`src/verilog/pm_throttle_pkg.sv`:
```
// Package: offsets, field layouts, reset values, timing constants and carriers
package pm_throttle_pkg;
    // Register offsets (byte addresses)
    localparam logic [7:0] burst_throttle_count_off  = 8'h48;
    localparam logic [7:0] input_monitor_control_off = 8'h4c;
    localparam logic [7:0] irq_status_off            = 8'h60;
    localparam logic [7:0] irq_mask_off              = 8'h64;
    localparam logic [7:0] monitor_state_off         = 8'h68;
    // Count register fields
    localparam int fast_burst_count_lsb    = 0;
    localparam int pll_lock_res_bit        = 5;
    localparam int pll_lock_count_lsb      = 6;
    localparam int thermal_duty_select_lsb = 11;
    // Monitor control fields
    localparam int input_monitor_enable_lsb  = 0;
    localparam int input_polarity_select_lsb = 13;
    localparam int input_edge_select_mon12   = 26;
    localparam int input_edge_select_mon13   = 27;
    // Reset values and writable masks
    localparam logic [31:0] count_reset   = 32'h0000_0000;
    localparam logic [31:0] count_wmask   = 32'h0000_3fff;
    localparam logic [31:0] monctl_reset  = 32'h0000_0000;
    localparam logic [31:0] monctl_wmask  = 32'h0fff_ffff;
    // Timing: 10 MHz clock
    localparam int clk_hz        = 10_000_000;
    localparam int tick_us_ns    = 1000;
    localparam int tick_ms_ns    = 1_000_000;
    localparam int cyc_per_us    = tick_us_ns / (1_000_000_000 / clk_hz);
    localparam int cyc_per_ms    = tick_ms_ns / (1_000_000_000 / clk_hz);
    // Throttle slot length in cycles; the period is eight slots
    localparam int throttle_slot_cycles = 16;
    localparam int monitors             = 13;
    // Interrupt status bits
    localparam int irq_lock_done = 0;
    localparam int irq_burst_exp = 1;
    localparam int irq_mon_lsb   = 2;

    // Register port request carrier
    typedef struct packed {
        logic [7:0]  addr;
        logic [31:0] wdata;
        logic        wr;
        logic        rd;
    } reg_req_t;
endpackage

```
`src/verilog/input_sync.sv`:
```
// Two-stage synchroniser with polarity and edge/level conditioning for one input
`timescale 1ns/1ps
module input_sync
    import pm_throttle_pkg::*;
(
    input  wire logic ref_clk,
    input  wire logic rst,
    input  wire logic pin,
    input  wire logic enable,
    input  wire logic active_low,
    input  wire logic edge_mode,
    output logic      activity
);
    typedef struct packed {
        logic s1;
        logic s2;
        logic prev;
        logic act;
    } sync_state_t;

    sync_state_t st_q;
    sync_state_t st_d;
    logic        lvl;

    // Polarity applied only after the second stage
    always_comb begin
        st_d      = st_q;
        st_d.s1   = pin;
        st_d.s2   = st_q.s1;
        lvl       = st_q.s2 ^ active_low;
        st_d.prev = lvl;
        if (!enable) begin
            st_d.act = 1'b0;
        end else if (edge_mode) begin
            st_d.act = lvl & ~st_q.prev;
        end else begin
            st_d.act = lvl;
        end
    end

    always_ff @(posedge ref_clk or posedge rst) begin
        if (rst) begin
            st_q <= '0;
        end else begin
            st_q <= st_d;
        end
    end

    assign activity = st_q.act;
endmodule

```
`src/verilog/pm_throttle_and_input_monitor.sv`:
```
// Thermal throttle, fast burst timer and general-purpose input monitor conditioning
// Function
// - Alarm asserted throttles clock by duty field
// - Duty equals stop-clock asserted fraction per period
// - Lock count loads fast burst timer
// - Stop-clock exit loads lock count, lock tick
// - Resolution bit: 0 ms tick, 1 us tick
// - Burst count is initial and reload value
// - Monitor 13 edge or level select
// - Monitor 12 edge or level select
// - Polarity bits per monitor, 1 active low
// - Enable bits gate monitor inputs
// - Fixed input pin to monitor mapping
//
// The implementer's own choice: the plain strobed port.
`timescale 1ns/1ps
module pm_throttle_and_input_monitor
    import pm_throttle_pkg::*;
(
    input  wire logic        ref_clk,
    input  wire logic        rst,
    input  wire logic [7:0]  reg_addr,
    input  wire logic [31:0] reg_wdata,
    input  wire logic        reg_wr,
    input  wire logic        reg_rd,
    output logic [31:0]      reg_rdata,
    input  wire logic        thermal_alarm_n,
    input  wire logic        stop_clock_exit,
    input  wire logic [21:0] gpi,
    output logic             stop_clock_request_n,
    output logic             fast_burst_expired,
    output logic [13:1]      monitor_activity,
    output logic             irq
);
    ////////////////////////////////////////////////////////////////////////////
    // State
    typedef enum logic [2:0] {
        fb_idle  = 3'b001,
        fb_burst = 3'b010,
        fb_lock  = 3'b100
    } fb_mode_t;

    typedef struct packed {
        logic [31:0] count_reg;
        logic [31:0] monctl;
        logic [31:0] status;
        logic [31:0] mask;
        logic [31:0] rdata;
        logic [1:0]  alarm_sync;
        logic [1:0]  exit_sync;
        logic        exit_prev;
        logic [2:0]  slot;
        logic [7:0]  slot_cnt;
        logic        stop_clock_request_n_n;
        fb_mode_t    fb_mode;
        logic [4:0]  fb_count;
        logic [19:0] fb_prescale;
        logic        fb_expired;
        logic [13:1] mon_act;
        logic        irq;
    } state_t;

    state_t      st_q;
    state_t      st_d;
    reg_req_t    req;
    logic [13:1] mon_raw;
    logic [13:1] mon_pin;
    logic [13:1] mon_edge;

    assign req.addr  = reg_addr;
    assign req.wdata = reg_wdata;
    assign req.wr    = reg_wr;
    assign req.rd    = reg_rd;

    ////////////////////////////////////////////////////////////////////////////
    // Input to monitor mapping
    assign mon_pin[1]     = gpi[5];
    assign mon_pin[2]     = gpi[6];
    assign mon_pin[3]     = gpi[0];
    assign mon_pin[8:4]   = gpi[17:13];
    assign mon_pin[9]     = gpi[4];
    assign mon_pin[13:10] = gpi[21:18];

    // Only monitors 12 and 13 have an edge select; the rest stay level
    assign mon_edge[11:1] = '0;
    assign mon_edge[12]   = st_q.monctl[input_edge_select_mon12];
    assign mon_edge[13]   = st_q.monctl[input_edge_select_mon13];

    // One conditioner per monitor input
    genvar g;
    generate
        for (g = 1; g <= monitors; g++) begin : g_mon
            input_sync u_sync (
                .ref_clk    (ref_clk),
                .rst        (rst),
                .pin        (mon_pin[g]),
                .enable     (st_q.monctl[input_monitor_enable_lsb + g - 1]),
                .active_low (st_q.monctl[input_polarity_select_lsb + g - 1]),
                .edge_mode  (mon_edge[g]),
                .activity   (mon_raw[g])
            );
        end
    endgenerate

    ////////////////////////////////////////////////////////////////////////////
    // Next-state logic
    always_comb begin
        logic [2:0]  duty;
        logic        exit_edge;
        logic        tick;
        logic [19:0] tick_len;
        logic [31:0] events;
        duty      = st_q.count_reg[thermal_duty_select_lsb +: 3];
        exit_edge = 1'b0;
        tick      = 1'b0;
        tick_len  = '0;
        events    = '0;
        st_d      = st_q;

        // Pin synchronisers; first stage feeds only the second
        st_d.alarm_sync = {st_q.alarm_sync[0], thermal_alarm_n};
        st_d.exit_sync  = {st_q.exit_sync[0], stop_clock_exit};
        st_d.exit_prev  = st_q.exit_sync[1];
        exit_edge       = st_q.exit_sync[1] & ~st_q.exit_prev;

        // Throttle period: eight slots, stop-clock held for duty slots
        if (st_q.slot_cnt == 8'(throttle_slot_cycles - 1)) begin
            st_d.slot_cnt = '0;
            st_d.slot     = st_q.slot + 3'h1;
        end else begin
            st_d.slot_cnt = st_q.slot_cnt + 8'h01;
        end
        // Code 000 is reserved; treated as no throttling
        if (!st_q.alarm_sync[1] && duty != 3'h0) begin
            st_d.stop_clock_request_n_n = ~(st_d.slot < duty);
        end else begin
            st_d.stop_clock_request_n_n = 1'b1;
        end

        // Fast burst timer tick select
        if (st_q.fb_mode == fb_lock && !st_q.count_reg[pll_lock_res_bit]) begin
            tick_len = 20'(cyc_per_ms);
        end else begin
            tick_len = 20'(cyc_per_us);
        end
        if (st_q.fb_prescale >= tick_len - 20'h1) begin
            st_d.fb_prescale = '0;
            tick             = 1'b1;
        end else begin
            st_d.fb_prescale = st_q.fb_prescale + 20'h1;
        end

        st_d.fb_expired = 1'b0;
        case (st_q.fb_mode)
            fb_idle: begin
                st_d.fb_mode  = fb_burst;
                st_d.fb_count = st_q.count_reg[fast_burst_count_lsb +: 5];
            end
            fb_burst: begin
                if (tick) begin
                    if (st_q.fb_count == 5'h0) begin
                        st_d.fb_count   = st_q.count_reg[fast_burst_count_lsb +: 5];
                        st_d.fb_expired = 1'b1;
                        events[irq_burst_exp] = 1'b1;
                    end else begin
                        st_d.fb_count = st_q.fb_count - 5'h1;
                    end
                end
            end
            fb_lock: begin
                if (tick) begin
                    if (st_q.fb_count == 5'h0) begin
                        st_d.fb_mode  = fb_burst;
                        st_d.fb_count = st_q.count_reg[fast_burst_count_lsb +: 5];
                        events[irq_lock_done] = 1'b1;
                    end else begin
                        st_d.fb_count = st_q.fb_count - 5'h1;
                    end
                end
            end
            default: begin
                st_d.fb_mode = fb_idle;
            end
        endcase
        // Processor leaving stop clock starts the lock measurement
        if (exit_edge) begin
            st_d.fb_mode     = fb_lock;
            st_d.fb_count    = st_q.count_reg[pll_lock_count_lsb +: 5];
            st_d.fb_prescale = '0;
        end

        st_d.mon_act = mon_raw;
        events[irq_mon_lsb +: monitors] = mon_raw;

        // Register writes; reserved count and control bits never stored, mask stored whole
        if (req.wr) begin
            case (req.addr)
                burst_throttle_count_off:
                    st_d.count_reg = req.wdata & count_wmask;
                input_monitor_control_off:
                    st_d.monctl = req.wdata & monctl_wmask;
                irq_mask_off:
                    st_d.mask = req.wdata;
                default: ;
            endcase
        end

        // Read data one cycle later; status clears on read, new events win
        st_d.rdata = '0;
        if (req.rd) begin
            case (req.addr)
                burst_throttle_count_off:  st_d.rdata = st_q.count_reg;
                input_monitor_control_off: st_d.rdata = st_q.monctl;
                irq_status_off: begin
                    st_d.rdata  = st_q.status;
                    st_d.status = '0;
                end
                irq_mask_off:      st_d.rdata = st_q.mask;
                monitor_state_off: st_d.rdata = {18'h0, st_q.mon_act, 1'b0};
                default:           st_d.rdata = '0;
            endcase
        end
        st_d.status = st_d.status | events;
        st_d.irq    = |(st_d.status & st_d.mask);
    end

    ////////////////////////////////////////////////////////////////////////////
    // State register
    always_ff @(posedge ref_clk or posedge rst) begin
        if (rst) begin
            st_q            <= '0;
            st_q.count_reg  <= count_reset;
            st_q.monctl     <= monctl_reset;
            st_q.alarm_sync <= 2'h3;
            st_q.stop_clock_request_n_n   <= 1'b1;
            st_q.fb_mode    <= fb_idle;
        end else begin
            st_q <= st_d;
        end
    end

    // All outputs straight from flip-flops
    assign reg_rdata            = st_q.rdata;
    assign stop_clock_request_n = st_q.stop_clock_request_n_n;
    assign fast_burst_expired   = st_q.fb_expired;
    assign monitor_activity     = st_q.mon_act;
    assign irq                  = st_q.irq;
endmodule

```
`config.mk`:
```
export PLATFORM = sky130hd
export DESIGN_NAME = pm_throttle_and_input_monitor
export DESIGN_NICKNAME = d
export VERILOG_FILES = /design/src/verilog/pm_throttle_pkg.sv /design/src/verilog/input_sync.sv /design/src/verilog/pm_throttle_and_input_monitor.sv
export SDC_FILE = /design/constraint.sdc
export NUM_CORES = 1
export LEC_CHECK = 0
export ABC_CLOCK_PERIOD_IN_PS = 7200
export BUFFER_PORTS_ARGS = -buffer_cell sky130_fd_sc_hd__buf_2
export CAP_MARGIN = 20
export CORE_MARGIN = 4
export CORE_UTILIZATION = 45
export CTS_CLUSTER_DIAMETER = 50
export DETAILED_ROUTE_END_ITERATION = 8
export GPL_TIMING_DRIVEN = 0
export PLACE_DENSITY = 0.67
export RECOVER_POWER = 50
export SYNTH_ARGS = -nofsm -noshare
export SYNTH_HDL_FRONTEND = slang
export SYNTH_SLANG_ARGS = --single-unit
```
`constraint.sdc`:
```
create_clock -name ref_clk -period 7.2 [get_ports ref_clk]
set_input_delay 0.72 -clock ref_clk [delete_from_list [all_inputs] [get_ports ref_clk]]
set_output_delay 0.72 -clock ref_clk [all_outputs]
set_load 0.05 [all_outputs]
```
==> flow_metrics.tcl <==
set metrics [dict create \
    p_switching_uw 799 \
    most-common-layout-cells "dfrtp_1, buf_2, mux2_2, nor2_1, buf_4" \
    synth_ff_type "dfrtp_1" \
    viasPerCell 5.35 \
    arrival_ns 4.64 \
    synth-edff-count 0 \
    fin_skew_ns 0.0184 \
    antenna_found_initial 0 \
    die_y_um 157 \
    rrSetupSlack_ns 3.69 \
    pwr-share-comb_pct 10.6 \
    clk_path_buf_depth 3 \
    port_buffers 105 \
    wl_per_cell_um 19.9 \
    clkTransAtPathRegs_ns 0.06 \
    finalCriticalPeriod_ns 4.47 \
    crit_fanout 42 \
    outcome "finished, violations left" \
    hold_path.class "in -> reg" \
    critPathKind "in -> async" \
    syn_area_um2 9950 \
    final_nets 1008 \
    diodes 0 \
    grt.total_usage_pct 20.2 \
    hp-start "gpi[19]" \
    cts_buffers 27 \
    grt_pass1_vias 6731 \
    hold_viol_final 0 \
    synth_cells 783 \
    h-tree-depth 1 \
    drt-initial-drc-count 624 \
    fin_cells 1228 \
    dieWidth_um 157 \
    start_kind "input pin" \
    place.gp.congestion 0.845 \
    drt_pass1_iterations 5 \
    final_max_slew_viol_count 155 \
    r2r_start "st_q[40]" \
    area_growth_pct 18.6 \
    yosysUniqueCellTypes 51 \
    tns_ns 0 \
    max_cap_violations 4 \
    worst_pin_slew_ns 2.24 \
    p_seq_share_pct 46.8 \
    final_antenna_net_count 0 \
    route.detailed.drc 0 \
    insertion_delay_ns 0.53 \
    synth_seq_cells 239 \
    dp_hpwl_um 17500 \
    dp_cells 1179 \
    syn_avg_cell_area_um2 12.7 \
    critPathCaptureType "asynchronous set/reset pin" \
    synth_seq_area_share_pct 60.1 \
    cts_tree "done" \
    ir_drop_v 0.000204 \
    grt_pass1_wl_um 38700 \
    min_to "g_mon[11].u_sync.st_d[2]" \
    crit_start "rst" \
    timing.final.crit_share_pct 62.1 \
    final_common_cell "dfrtp_1" \
    wirelength_um 24500 \
    cts.sinks 239 \
    grt_max_degree 44 \
    rsz0062_at_grt "no" \
    whs_ns 0.297 \
    overflow 0 \
    swShare_pct 24.8 \
    hold_path_depth 1 \
    yosysWarningCount 0 \
    core_area_um2 21800 \
    violations "capacitance limit, slew limit" \
    async_flop_share_pct 100 \
    leakagePower_nw 5.84 \
    setup_viol 0 \
    slew_headroom_pct -49.6 \
    row_count 54 \
    ctsHoldBuffers 0 \
    max_freq_mhz 224 \
    root_buffer "clkbuf_16" \
    vias 6567 \
    cts_resized 0 \
    drive_above_1_share_pct 32.9 \
    crit_required_ns 7.37 \
    cts_setup_buffers 0 \
    p_clk_share_pct 42.6 \
    power_density_nw_per_um2 272 \
    p_int_mw 2.42 \
    io_pins 116 \
    reg2regPathDepth 10 \
    dieArea_um2 24600 \
    timing.rr.end "st_q[39]" \
    initial_core_util_pct 45.7 \
]
worst max path at each step:
stage / to / depth (start not counted)
after global placement: st_q[51] / 2
after detailed placement: irq / 9
after floorplan: fast_burst_expired / 1
final: reg_rdata[27] / 4
after global routing: reg_rdata[27] / 4
after CTS: st_q[39] / 10
cell usage after synthesis, drive strengths merged (13+ instances only):
cell    number  area share, %
mux2       102             12
buf         52            3.8
a21o        15            1.1
nor2        55            2.1
xor2        23            2.0
and2        29            1.8
nand2       42            1.6
clkbuf      23           0.87
dfrtp      235             59
a22oi       26            2.0
a21oi       23            1.2
a222oi      14            1.4
nand3       13           0.65
critical path: stages:
cell and delay [ns]:
buf_2 0.10, clkinvlp_2 0.53, clkbuf_1 1.55, clkbuf_1 1.69
flip-flops by register name, indices dropped and copies added, names as in the netlist:
signal and count:
st_d 3, reg_rdata 32, irq 1, mon_edge 2, monitor_activity 13, g_mon.u_sync.st_q 15, fast_burst_expired 1, st_q 145
stop_clock_request_n 1, g_mon.u_sync.activity 13, g_mon.u_sync.st_d 13
cell type report:
cell class,count,area (um2)
Timing Repair Buffer,112,572
Buffer,75,468
Tap cell,280,350
Clock buffer,38,787
Multi-Input combinational cell,462,3480
Sequential cell,239,5990
Clock inverter,11,123
Inverter,11,42.5
Fill cell,1927,9950
layer usage:
metal	global-route usage (%)	up-vias	part of all wire, %
li1	-	3018	-
met1	29.3	3292	44
met2	32.4	215	48
met3	2.79	42	5.8
met4	5.41	0	2.6
met5	0	-	0
power by group through the flow:
stage          clock (mW)  sequential (mW)  combinational (mW)
2_1_floorplan           0             1.52               0.245
3_3_place_gp            0             1.53               0.331
3_5_place_dp            0             1.53               0.345
4_1_cts              1.40             1.50               0.348
5_1_grt              1.45             1.52               0.383
6_report             1.37             1.51               0.340
through the flow:
step | utilization (%) | power [mW] | instance area [um2] | setup slack [ns]
floorplan | - | 1.76 | 9970 | 3.35
global placement | 49.9 | 1.86 | 10800 | 1.92
detailed placement | 50.5 | 1.87 | 11000 | 3.24
CTS | 54.7 | 3.25 | 11900 | 3.74
global route | 54.3 | 3.36 | 11800 | 1.82
finish | 54.3 | 3.22 | 11800 | 2.73
cell families (layout without fill, tap and decap cells):
kind of cell	after synthesis	in the layout	share of synthesized area (%)
muxes	109	109	12.2
adders and majority gates	12	12	1.51
and+or+nand+nor	186	186	9.32
xor gates and xnor gates	35	35	3.08
DFF	239	239	60.1
AOI/OAI and AO/OA	115	115	8.55
other	1	5	0.0377
buffers and inverters	86	247	5.12
Note: power is estimated with default switching activity, not from simulation.
